## config.mk

```make
export PLATFORM = sky130hd
export DESIGN_NAME = cstc_top
export DESIGN_NICKNAME = d
export VERILOG_FILES = /design/src/cstc_pkg.sv /design/src/cstc_top.sv
export VERILOG_INCLUDE_DIRS = /design/src /design/src/src
export SDC_FILE = /design/constraint.sdc
export NUM_CORES = 1
export LEC_CHECK = 0
export ABC_AREA = 1
export BUFFER_PORTS_ARGS = -buffer_cell sky130_fd_sc_hd__buf_2
export CELL_PAD_IN_SITES_DETAIL_PLACEMENT = 1
export CELL_PAD_IN_SITES_GLOBAL_PLACEMENT = 2
export CORE_AREA = 2 2 155 157
export CTS_BUF_LIST = sky130_fd_sc_hd__clkbuf_2 sky130_fd_sc_hd__clkbuf_4 sky130_fd_sc_hd__clkbuf_8
export DETAILED_ROUTE_END_ITERATION = 8
export DIE_AREA = 0 0 157 159
export GPL_TIMING_DRIVEN = 0
export HOLD_SLACK_MARGIN = 0.05
export MAX_ROUTING_LAYER = met4
export PLACE_DENSITY = 0.73
export SKIP_LAST_GASP = 1
export SLEW_MARGIN = 15
export SYNTH_ARGS = -nofsm -noshare
export SYNTH_HDL_FRONTEND = slang
export SYNTH_SLANG_ARGS = --single-unit
export TNS_END_PERCENT = 5
```

## constraint.sdc

```tcl
create_clock -name clk -period 6 [get_ports clk]
set_input_delay 0.9 -clock clk [delete_from_list [all_inputs] [get_ports clk]]
set_output_delay 0.9 -clock clk [all_outputs]
set_load 0.005 [all_outputs]
```

## src/cstc_cfg.svh

```systemverilog
/*
  constants for the chassis status and timing controller: register offsets,
  field positions, reset values and timing counts.
  assumes a 100 MHz core clock.
*/
`ifndef CSTC_CFG_SVH
`define CSTC_CFG_SVH

`define CSTC_CLK_MHZ          100
`define CSTC_BLINK_HALF_MS    250
`define CSTC_BLINK_HALF_CYC   (`CSTC_BLINK_HALF_MS * 1000 * `CSTC_CLK_MHZ)
`define CSTC_SYNC_HALF_NS     50
`define CSTC_SYNC_HALF_CYC    (`CSTC_SYNC_HALF_NS * `CSTC_CLK_MHZ / 1000)
`define CSTC_OVERTEMP_C       8'h37
`define CSTC_FAN_FULL         8'h64
`define CSTC_FAN_MIN          8'h1E

`define CSTC_REG_CTRL         8'h00
`define CSTC_REG_BRIDGE_LO    8'h04
`define CSTC_REG_BRIDGE_HI    8'h08
`define CSTC_REG_STATUS       8'h0C
`define CSTC_REG_FAN          8'h10

`define CSTC_CTRL_SYNCDIV     0
`define CSTC_CTRL_RESET       8'h00
`define CSTC_BRIDGE_RESET     16'h0000

`endif

```

## src/cstc_pkg.sv

```systemverilog
/*
  types for the chassis status and timing controller.
  assumes cstc_cfg.svh is available to the design.
*/
package cstc_pkg;
  typedef enum logic [1:0] {CSTC_BR_OFF, CSTC_BR_UP, CSTC_BR_DOWN, CSTC_BR_RSV} cstc_bridge_e;
  typedef enum {CSTC_PWR_OFF, CSTC_PWR_ON} cstc_pwr_e;
  typedef enum logic [1:0] {CSTC_REF_NONE, CSTC_REF_SLOT, CSTC_REF_EXT, CSTC_REF_INT} cstc_ref_e;
endpackage

```

## src/cstc_top.sv

```systemverilog
/*
  chassis status and timing controller: front lamps, fan level, power
  and inhibit sequencing, trigger bridges, reference selection, sync.
  assumes synchronous inputs, a 100 MHz clock, and a nonvolatile store
  outside that presents the saved bridge setup at reset release.
*/
// The implementer's own choices: strobed register access and the address map.
`timescale 1ns/1ps
`include "cstc_cfg.svh"

module cstc_top
  import cstc_pkg::*;
#(
  parameter int BLINK_HALF = `CSTC_BLINK_HALF_CYC,
  parameter int LINES      = 8
) (
  input  wire logic                 clk,
  input  wire logic                 reset,
  input  wire logic [7:0]           reg_addr,
  input  wire logic [31:0]          reg_wdata,
  input  wire logic                 reg_wr,
  input  wire logic                 reg_rd,
  output logic      [31:0]          reg_rdata,
  input  wire logic                 ac_present,
  input  wire logic                 power_button,
  input  wire logic                 auto_boot_position,
  input  wire logic                 inhibit_n,
  input  wire logic                 fan_max_switch,
  input  wire logic                 fan_failed,
  input  wire logic                 voltage_fault,
  input  wire logic [7:0]           intake_temp,
  input  wire logic [7:0]           sensor_temp,
  input  wire logic [2*LINES-1:0]   saved_bridge,
  output logic                      bridge_save,
  input  wire logic [LINES-1:0]     trig_in_seg1,
  input  wire logic [LINES-1:0]     trig_in_seg2,
  input  wire logic [LINES-1:0]     trig_in_seg3,
  output logic      [LINES-1:0]     trig_out_seg1,
  output logic      [LINES-1:0]     trig_out_seg2,
  output logic      [LINES-1:0]     trig_out_seg3,
  output logic      [LINES-1:0]     trig_oe_seg1,
  output logic      [LINES-1:0]     trig_oe_seg2,
  output logic      [LINES-1:0]     trig_oe_seg3,
  input  wire logic                 slot_ref_present,
  input  wire logic                 external_reference_input,
  input  wire logic                 sync_ctrl,
  output logic      [1:0]           ref_select,
  output logic                      sync_out,
  output logic                      power_on,
  output logic      [7:0]           fan_duty,
  output logic                      front_white_lamp_drive,
  output logic                      front_red_lamp_drive
);

  // ==========================================================================
  // registers
  logic [7:0]         ctrl_r;
  logic [2*LINES-1:0] bridge_r;
  logic               bridge_loaded_r;
  logic               button_q_r;
  cstc_pwr_e          pwr_r;
  logic [31:0]        blink_cnt_r;
  logic               blink_r;
  logic [7:0]         sync_cnt_r;
  logic               sync_phase_r;
  cstc_ref_e          ref_nxt;

  // ==========================================================================
  // register bus
  always_ff @(posedge clk or posedge reset) begin
    if (reset) begin
      ctrl_r <= `CSTC_CTRL_RESET;
    end else if (reg_wr && reg_addr == `CSTC_REG_CTRL) begin
      ctrl_r <= reg_wdata[7:0];
    end
  end

  // bridge setup comes from the store once after reset, then from software
  always_ff @(posedge clk or posedge reset) begin
    if (reset) begin
      bridge_r        <= `CSTC_BRIDGE_RESET;
      bridge_loaded_r <= 1'b0;
      bridge_save     <= 1'b0;
    end else begin
      bridge_save <= 1'b0;
      if (!bridge_loaded_r) begin
        bridge_r        <= saved_bridge;
        bridge_loaded_r <= 1'b1;
      end else if (reg_wr && reg_addr == `CSTC_REG_BRIDGE_LO) begin
        bridge_r    <= reg_wdata[2*LINES-1:0];
        bridge_save <= 1'b1;
      end
    end
  end

  always_ff @(posedge clk or posedge reset) begin
    if (reset) begin
      reg_rdata <= 32'h0000_0000;
    end else if (!reg_rd) begin
      reg_rdata <= 32'h0000_0000;
    end else if (reg_addr == `CSTC_REG_CTRL) begin
      reg_rdata <= {24'h00_0000, ctrl_r};
    end else if (reg_addr == `CSTC_REG_BRIDGE_LO) begin
      reg_rdata <= {{(32-2*LINES){1'b0}}, bridge_r};
    end else if (reg_addr == `CSTC_REG_STATUS) begin
      reg_rdata <= {26'h000_0000, ref_select, fan_failed, voltage_fault,
                    auto_boot_position, power_on};
    end else if (reg_addr == `CSTC_REG_FAN) begin
      reg_rdata <= {24'h00_0000, fan_duty};
    end else begin
      reg_rdata <= 32'h0000_0000;
    end
  end

  // ==========================================================================
  // power and inhibit
  always_ff @(posedge clk or posedge reset) begin
    if (reset) begin
      button_q_r <= 1'b0;
      pwr_r      <= CSTC_PWR_OFF;
    end else begin
      button_q_r <= power_button;
      case (pwr_r)
        CSTC_PWR_OFF: begin
          if (ac_present && inhibit_n) begin
            if (auto_boot_position) begin
              pwr_r <= CSTC_PWR_ON;
            end else if (power_button && !button_q_r) begin
              pwr_r <= CSTC_PWR_ON;
            end
          end
        end
        CSTC_PWR_ON: begin
          if (!inhibit_n || !ac_present) begin
            pwr_r <= CSTC_PWR_OFF;
          end else if (!auto_boot_position && power_button && !button_q_r) begin
            pwr_r <= CSTC_PWR_OFF;
          end
        end
        default: pwr_r <= CSTC_PWR_OFF;
      endcase
    end
  end

  // inhibit acts on the output directly so shutdown needs no state step
  always_ff @(posedge clk or posedge reset) begin
    if (reset) begin
      power_on <= 1'b0;
    end else begin
      power_on <= (pwr_r == CSTC_PWR_ON) && inhibit_n && ac_present;
    end
  end

  // ==========================================================================
  // lamps
  always_ff @(posedge clk or posedge reset) begin
    if (reset) begin
      blink_cnt_r <= 32'h0000_0000;
      blink_r     <= 1'b0;
    end else if (blink_cnt_r >= 32'(BLINK_HALF - 1)) begin
      blink_cnt_r <= 32'h0000_0000;
      blink_r     <= ~blink_r;
    end else begin
      blink_cnt_r <= blink_cnt_r + 32'h0000_0001;
    end
  end

  always_ff @(posedge clk or posedge reset) begin
    if (reset) begin
      front_white_lamp_drive <= 1'b0;
      front_red_lamp_drive   <= 1'b0;
    end else if (!power_on) begin
      front_white_lamp_drive <= 1'b0;
      front_red_lamp_drive   <= 1'b0;
    end else if (voltage_fault) begin
      front_white_lamp_drive <= 1'b0;
      front_red_lamp_drive   <= blink_r;
    end else if (fan_failed) begin
      front_white_lamp_drive <= 1'b0;
      front_red_lamp_drive   <= 1'b1;
    end else if (intake_temp > `CSTC_OVERTEMP_C) begin
      front_white_lamp_drive <= blink_r;
      front_red_lamp_drive   <= 1'b0;
    end else begin
      front_white_lamp_drive <= 1'b1;
      front_red_lamp_drive   <= 1'b0;
    end
  end

  // ==========================================================================
  // fans: linear curve, clamp between minimum and full
  always_ff @(posedge clk or posedge reset) begin
    if (reset) begin
      fan_duty <= `CSTC_FAN_FULL;
    end else if (fan_max_switch) begin
      fan_duty <= `CSTC_FAN_FULL;
    end else if (sensor_temp >= `CSTC_FAN_FULL) begin
      fan_duty <= `CSTC_FAN_FULL;
    end else if (sensor_temp < `CSTC_FAN_MIN) begin
      fan_duty <= `CSTC_FAN_MIN;
    end else begin
      fan_duty <= sensor_temp;
    end
  end

  // ==========================================================================
  // trigger bridges: bit pair per line, seg1<->seg2 and seg2<->seg3 share it
  always_ff @(posedge clk or posedge reset) begin
    if (reset) begin
      trig_out_seg1 <= '0;
      trig_out_seg2 <= '0;
      trig_out_seg3 <= '0;
      trig_oe_seg1  <= '0;
      trig_oe_seg2  <= '0;
      trig_oe_seg3  <= '0;
    end else begin
      for (int i = 0; i < LINES; i++) begin
        case (cstc_bridge_e'(bridge_r[2*i +: 2]))
          CSTC_BR_UP: begin
            trig_out_seg1[i] <= 1'b0;
            trig_oe_seg1[i]  <= 1'b0;
            trig_out_seg2[i] <= trig_in_seg1[i];
            trig_oe_seg2[i]  <= 1'b1;
            trig_out_seg3[i] <= trig_in_seg2[i];
            trig_oe_seg3[i]  <= 1'b1;
          end
          CSTC_BR_DOWN: begin
            trig_out_seg1[i] <= trig_in_seg2[i];
            trig_oe_seg1[i]  <= 1'b1;
            trig_out_seg2[i] <= trig_in_seg3[i];
            trig_oe_seg2[i]  <= 1'b1;
            trig_out_seg3[i] <= 1'b0;
            trig_oe_seg3[i]  <= 1'b0;
          end
          default: begin
            trig_out_seg1[i] <= 1'b0;
            trig_oe_seg1[i]  <= 1'b0;
            trig_out_seg2[i] <= 1'b0;
            trig_oe_seg2[i]  <= 1'b0;
            trig_out_seg3[i] <= 1'b0;
            trig_oe_seg3[i]  <= 1'b0;
          end
        endcase
      end
    end
  end

  // ==========================================================================
  // reference and sync
  always_comb begin
    if (slot_ref_present) begin
      ref_nxt = CSTC_REF_SLOT;
    end else if (external_reference_input) begin
      ref_nxt = CSTC_REF_EXT;
    end else begin
      ref_nxt = CSTC_REF_INT;
    end
  end

  always_ff @(posedge clk or posedge reset) begin
    if (reset) begin
      sync_cnt_r   <= 8'h00;
      sync_phase_r <= 1'b0;
    end else if (sync_cnt_r >= 8'(`CSTC_SYNC_HALF_CYC - 1)) begin
      sync_cnt_r   <= 8'h00;
      sync_phase_r <= ~sync_phase_r;
    end else begin
      sync_cnt_r <= sync_cnt_r + 8'h01;
    end
  end

  // switching only at the period boundary keeps every derived clock whole
  always_ff @(posedge clk or posedge reset) begin
    if (reset) begin
      ref_select <= 2'(CSTC_REF_INT);
    end else if (sync_phase_r && sync_cnt_r == 8'(`CSTC_SYNC_HALF_CYC - 1)) begin
      ref_select <= 2'(ref_nxt);
    end
  end

  always_ff @(posedge clk or posedge reset) begin
    if (reset) begin
      sync_out <= 1'b0;
    end else if (ctrl_r[`CSTC_CTRL_SYNCDIV]) begin
      sync_out <= sync_phase_r;
    end else begin
      sync_out <= sync_phase_r && sync_ctrl;
    end
  end

  // ==========================================================================
  // checks
  a_inhibit_shutdown: assert property (@(posedge clk) disable iff (reset)
    !inhibit_n |=> !power_on) else $error("power stayed on under inhibit");
  a_off_dark: assert property (@(posedge clk) disable iff (reset)
    !power_on |=> !front_white_lamp_drive && !front_red_lamp_drive)
    else $error("lamp lit while off");
  a_fan_red: assert property (@(posedge clk) disable iff (reset)
    power_on && fan_failed && !voltage_fault |=> front_red_lamp_drive && !front_white_lamp_drive)
    else $error("fan failure not solid red");
  a_volt_white_low: assert property (@(posedge clk) disable iff (reset)
    power_on && voltage_fault |=> !front_white_lamp_drive)
    else $error("white lit on voltage fault");
  a_fan_max: assert property (@(posedge clk) disable iff (reset)
    fan_max_switch |=> fan_duty == `CSTC_FAN_FULL) else $error("max fan not full");
  a_ref_slot_wins: assert property (@(posedge clk) disable iff (reset)
    slot_ref_present [*1] ##1 slot_ref_present [*8] |-> ##[0:12] ref_select == 2'(CSTC_REF_SLOT))
    else $error("slot reference not taken");
  a_ref_stable: assert property (@(posedge clk) disable iff (reset)
    !(sync_phase_r && sync_cnt_r == 8'(`CSTC_SYNC_HALF_CYC - 1)) |=> $stable(ref_select))
    else $error("reference changed mid period");
  a_sync_gate: assert property (@(posedge clk) disable iff (reset)
    !ctrl_r[`CSTC_CTRL_SYNCDIV] && !sync_ctrl |=> !sync_out) else $error("sync not gated");
  a_sync_free: assert property (@(posedge clk) disable iff (reset)
    ctrl_r[`CSTC_CTRL_SYNCDIV] |=> sync_out == $past(sync_phase_r)) else $error("sync gated");
  a_bridge_off: assert property (@(posedge clk) disable iff (reset)
    bridge_r == '0 |=> trig_oe_seg1 == '0 && trig_oe_seg2 == '0 && trig_oe_seg3 == '0)
    else $error("bridge drives while disabled");
  a_on_white: assert property (@(posedge clk) disable iff (reset)
    power_on && !voltage_fault && !fan_failed && intake_temp <= `CSTC_OVERTEMP_C
    |=> front_white_lamp_drive && !front_red_lamp_drive) else $error("normal lamp wrong");
  a_hot_flash: assert property (@(posedge clk) disable iff (reset)
    power_on && !voltage_fault && !fan_failed && intake_temp > `CSTC_OVERTEMP_C
    |=> front_white_lamp_drive == $past(blink_r) && !front_red_lamp_drive)
    else $error("overtemperature lamp wrong");
  a_volt_flash: assert property (@(posedge clk) disable iff (reset)
    power_on && voltage_fault |=> front_red_lamp_drive == $past(blink_r))
    else $error("voltage fault not flashing red");
  a_fan_follow: assert property (@(posedge clk) disable iff (reset)
    !fan_max_switch && sensor_temp >= `CSTC_FAN_MIN && sensor_temp < `CSTC_FAN_FULL
    |=> fan_duty == $past(sensor_temp)) else $error("fan duty not following temperature");
  a_ref_ext_pick: assert property (@(posedge clk) disable iff (reset)
    sync_phase_r && sync_cnt_r == 8'(`CSTC_SYNC_HALF_CYC - 1) && !slot_ref_present
    && external_reference_input |=> ref_select == 2'(CSTC_REF_EXT))
    else $error("external reference not taken");
  a_ref_int_pick: assert property (@(posedge clk) disable iff (reset)
    sync_phase_r && sync_cnt_r == 8'(`CSTC_SYNC_HALF_CYC - 1) && !slot_ref_present
    && !external_reference_input |=> ref_select == 2'(CSTC_REF_INT))
    else $error("internal reference not taken");
  a_manual_boot: assert property (@(posedge clk) disable iff (reset)
    pwr_r == CSTC_PWR_OFF && auto_boot_position && ac_present && inhibit_n
    |=> pwr_r == CSTC_PWR_ON) else $error("manual mode did not boot");

  c_power_up: cover property (@(posedge clk) disable iff (reset) $rose(power_on));
  c_inhibit: cover property (@(posedge clk) disable iff (reset) power_on ##1 !inhibit_n);
  c_ref_ext: cover property (@(posedge clk) disable iff (reset)
    ref_select == 2'(CSTC_REF_EXT));
  c_bridge_up: cover property (@(posedge clk) disable iff (reset) bridge_save);
  c_volt_flash: cover property (@(posedge clk) disable iff (reset)
    power_on && voltage_fault);

endmodule // cstc_top

```

==> impl_metrics.sql <==
INSERT INTO impl_metrics (metric_group, metric, value, unit) VALUES
('outcome', 'run_status', 'finished clean', ''),
('floorplanning', 'die_y', '159', 'um'),
('final_layout', 'multiInputGateArea', '0.00227', 'mm2'),
('logic_synthesis', 'yosys.area_share.simple', '0.223', ''),
('final_layout', 'reg_with_most_ffs', 'blink_cnt_r', ''),
('route', 'routed_wirelength', '17400', 'um'),
('logic_synthesis', 'synth_compound_gate_area_share', '0.0591', ''),
('placement', 'count_of_input_and_output_buffers', '169', ''),
('worst_setup_path', 'worstSetupStartpointType', 'register', ''),
('route', 'vias_per_cell', '4.15', ''),
('clocking', 'post-cts-setup-buffer-count', '0', ''),
('sta', 'hold_violations', '0', ''),
('worst_setup_path', 'critical_path_cell_by_cell', 'buf_2', ''),
('final_layout', 'reg.largest.list', 'blink_cnt_r: 32 flops, bridge_r: 16 flops, reg_rdata: 16 flops', ''),
('logic_synthesis', 'synth_fa_ha_area_frac', '0.0372', ''),
('route', 'num_vias', '5135', ''),
('clocking', 'clk-insertion-delay-late', '450', 'ps'),
('final_layout', 'syn2layout_area_growth', '28.3', '%'),
('placement', 'final_weighted_congestion_in_routability_driven_placement', '0.769', ''),
('logic_synthesis', 'sequential_to_total_area_share_from_yosys_stat', '0.580', ''),
('worst_setup_path', 'critPathMaxStageDelay', '560', 'ps'),
('sta', 'skew', '16.8', 'ps'),
('worst_setup_path', 'worst_setup_path_end_kind', 'output pin', ''),
('final_layout', 'post_layout_nonfiller_instances', '1238', ''),
('min_path', 'hold_path_class', 'input port to asynchronous set/reset pin', ''),
('worst_setup_path', 'critical_path.reg2reg.startpoint', 'blink_cnt_r[0]', ''),
('clocking', 'postCtsHoldBufs', '0', ''),
('sta', 'grt_setup_unrepaired', 'no', ''),
('worst_setup_path', 'crit_buf_inv', '1', ''),
('route', 'dr.first_iter.drc_count', '171', ''),
('route', 'detailed_router_iteration_count_before_antenna_repair', '4', ''),
('worst_setup_path', 'critical_path.startpoint', 'fan_duty[6]', ''),
('worst_setup_path', 'worst_path_max_delay_cell', 'dfstp_2', ''),
('sta', 'period_share', '0.340', ''),
('logic_synthesis', 'syn-mean-instance-area', '9.31', 'um2'),
('sta', 'timing.final.setup_violations', '0', ''),
('logic_synthesis', 'netlist_instances', '687', ''),
('worst_setup_path', 'cp_data_required_time', '5100', 'ps'),
('clocking', 'clock_buffers_created_by_tritoncts', '17', ''),
('floorplanning', 'fp.dieW', '157', 'um'),
('logic_synthesis', 'post_synth_instance_area', '0.00640', 'mm2'),
('route', 'drt_drc_violations_left', '0', ''),
('sta', 'tightest_slew', '707', 'ps'),
('final_layout', 'fillCellCount', '2832', ''),
('clocking', 'htree_num_levels', '4', ''),
('clocking', 'clk_path_buf_depth', '2', ''),
('floorplanning', 'core-area', '0.0232', 'mm2'),
('power', 'leakage', '4.35', 'nW'),
('final_layout', 'largest_register_ff_count', '32', ''),
('final_layout', 'final_design_area_no_fill', '0.00821', 'mm2'),
('sta', 'timing.max_slew.rel_slack', '0.527', ''),
('grt', 'grt_antenna_before_repair', '1', ''),
('clocking', 'post_cts_resize_count', '0', ''),
('worst_setup_path', 'timing.critical_path.fanout_max', '2', ''),
('worst_setup_path', 'crit_arrival', '1140', 'ps'),
('floorplanning', 'number_of_placement_rows', '56', ''),
('logic_synthesis', 'yosys.cell_types.count', '33', ''),
('placement', 'dp_cells', '1204', ''),
('flow_run', 'drv_cap', '0', ''),
('worst_setup_path', 'path_delay_family', 'flip-flops', ''),
('grt', 'grt_overflow', '0', ''),
('power', 'power.density_cell_area', '260', 'mW/mm2'),
('grt', 'maximum_number_of_pins_on_one_net_before_global_route_repair', '101', ''),
('logic_synthesis', 'synthMuxAreaShare', '0', ''),
('route', 'routed_wire_length_per_instance', '14.1', 'um'),
('final_layout', 'post_route_cells_drive_above_1_share', '0.282', ''),
('clocking', 'ctsRootBufferMaster', 'clkbuf_8', ''),
('route', 'remaining_antenna_violation_count', '0', ''),
('final_layout', 'finalNetCount', '1033', ''),
('power', 'fin_total_pwr', '2.14', 'mW'),
('placement', 'dp_hpwl', '13600', 'um');
cells in the mapped netlist:
| cell | count | area, um2 |
|---|---|---|
| nor4_1 | 1 | 6.26 |
| nor3_2 | 1 | 10.0 |
| nor3_4 | 2 | 32.5 |
| inv_1 | 84 | 315 |
| dfrtp_1 | 143 | 3580 |
| o21ai_0 | 28 | 140 |
| ha_1 | 19 | 238 |
| a21oi_1 | 22 | 110 |
| buf_4 | 18 | 135 |
| nand3b_1 | 2 | 15.0 |
| nand4_1 | 6 | 37.5 |
| nor2_1 | 88 | 330 |
| and3_1 | 1 | 6.26 |
| o21a_1 | 1 | 7.51 |
| nor3b_2 | 1 | 12.5 |
| o21ai_2 | 12 | 105 |
| nand2_4 | 4 | 45.0 |
| nand2_1 | 158 | 593 |
| nand3_4 | 1 | 17.5 |
| buf_6 | 4 | 45.0 |
| clkinv_2 | 1 | 5.00 |
| xnor2_1 | 5 | 43.8 |
| conb_1 | 2 | 7.51 |
| nand3_1 | 43 | 215 |
| or2_2 | 1 | 6.26 |
| clkbuf_1 | 3 | 11.3 |
| nor2_2 | 4 | 25.0 |
| nand2_2 | 1 | 6.26 |
| dfstp_2 | 5 | 131 |
| xor2_1 | 9 | 78.8 |
| o21ai_1 | 3 | 15.0 |
| nor3_1 | 13 | 65.1 |
| buf_2 | 1 | 5.00 |
kinds of logic after synthesis:
group           Yosys count
fa+ha+maj                19
flops                   148
compound gates           66
buf+inv                 111
xor+xnor                 14
simple gates            327
other cells               2
path summary, 6_finish.rpt:
check | end | cells past startpoint
min reg2reg | ctrl_r[7] | 2
max in group asynchronous | blink_cnt_r[14] | 3
max reg2reg | blink_cnt_r[23] | 8
min | sync_out | 2
max | fan_duty[6] | 1
min in group clk | ctrl_r[7] | 2
layout make-up:
cell class,instances,area share
flip-flops and latches,148,0.452
multi-input cells,456,0.277
clock buffers,17,0.0285
well taps,319,0.0486
repair buffers,170,0.106
inverters,85,0.0399
clock inverters,15,0.0227
plain buffers,26,0.0239
diodes,2,0.000610
power by group:
group          internal, mW  total [mW]  switching (mW)
Clock                 0.389       0.826           0.437
Combinational        0.0954       0.226           0.130
Sequential             1.06        1.08          0.0257
routing by layer:
metal,global-route usage,part of all wire
met4,0.0471,0.016
met2,0.243,0.48
met1,0.187,0.45
met3,0.0392,0.052
met5,-,0
stage by stage:
step / worst slack (ps) / hold WS, ps / TNS [ps] / util
floorplan: 1130 / 432 / 0 / -
global placement: -903 / 450 / -126800 / 0.334
detailed placement: 3490 / 458 / 0 / 0.336
CTS: 3930 / 432 / 0 / 0.354
global route: 3890 / 440 / 0 / 0.354
finish: 3960 / 439 / 0 / 0.354
worst reg2reg max path, stage by stage, from the launching register on:
cell and delay [ps]:
dfrtp_1 420, ha_1 250, nand2_1 90, nor2_1 50, nand3_1 60, nand3_1 120
a21oi_1 550, nand2_1 150, nor2_1 110
placed cells by master (no fill, tap or decap), types with 2 or more instances in the layout:
cell type,Yosys,routed
nand3b_1,2,2
buf_2,1,170
nor3_4,2,2
o21ai_0,28,28
clkinv_2,1,2
xnor2_1,5,5
diode_2,0,2
nand2_1,158,158
nor2_1,88,88
clkinv_4,0,3
inv_6,0,3
nand3_1,43,43
buf_6,4,4
ha_1,19,19
clkbuf_8,0,17
xor2_1,9,9
inv_8,0,5
nand4_1,6,6
inv_1,84,83
nand2_4,4,4
conb_1,2,30
o21ai_2,12,12
dfstp_2,5,5
nor3_1,13,13
a21oi_1,22,22
nor2_2,4,4
dfrtp_1,143,143
bufinv_16,0,2
buf_4,18,18
clkbuf_1,3,3
o21ai_1,3,3
Note: power is estimated with default switching activity, not from simulation.
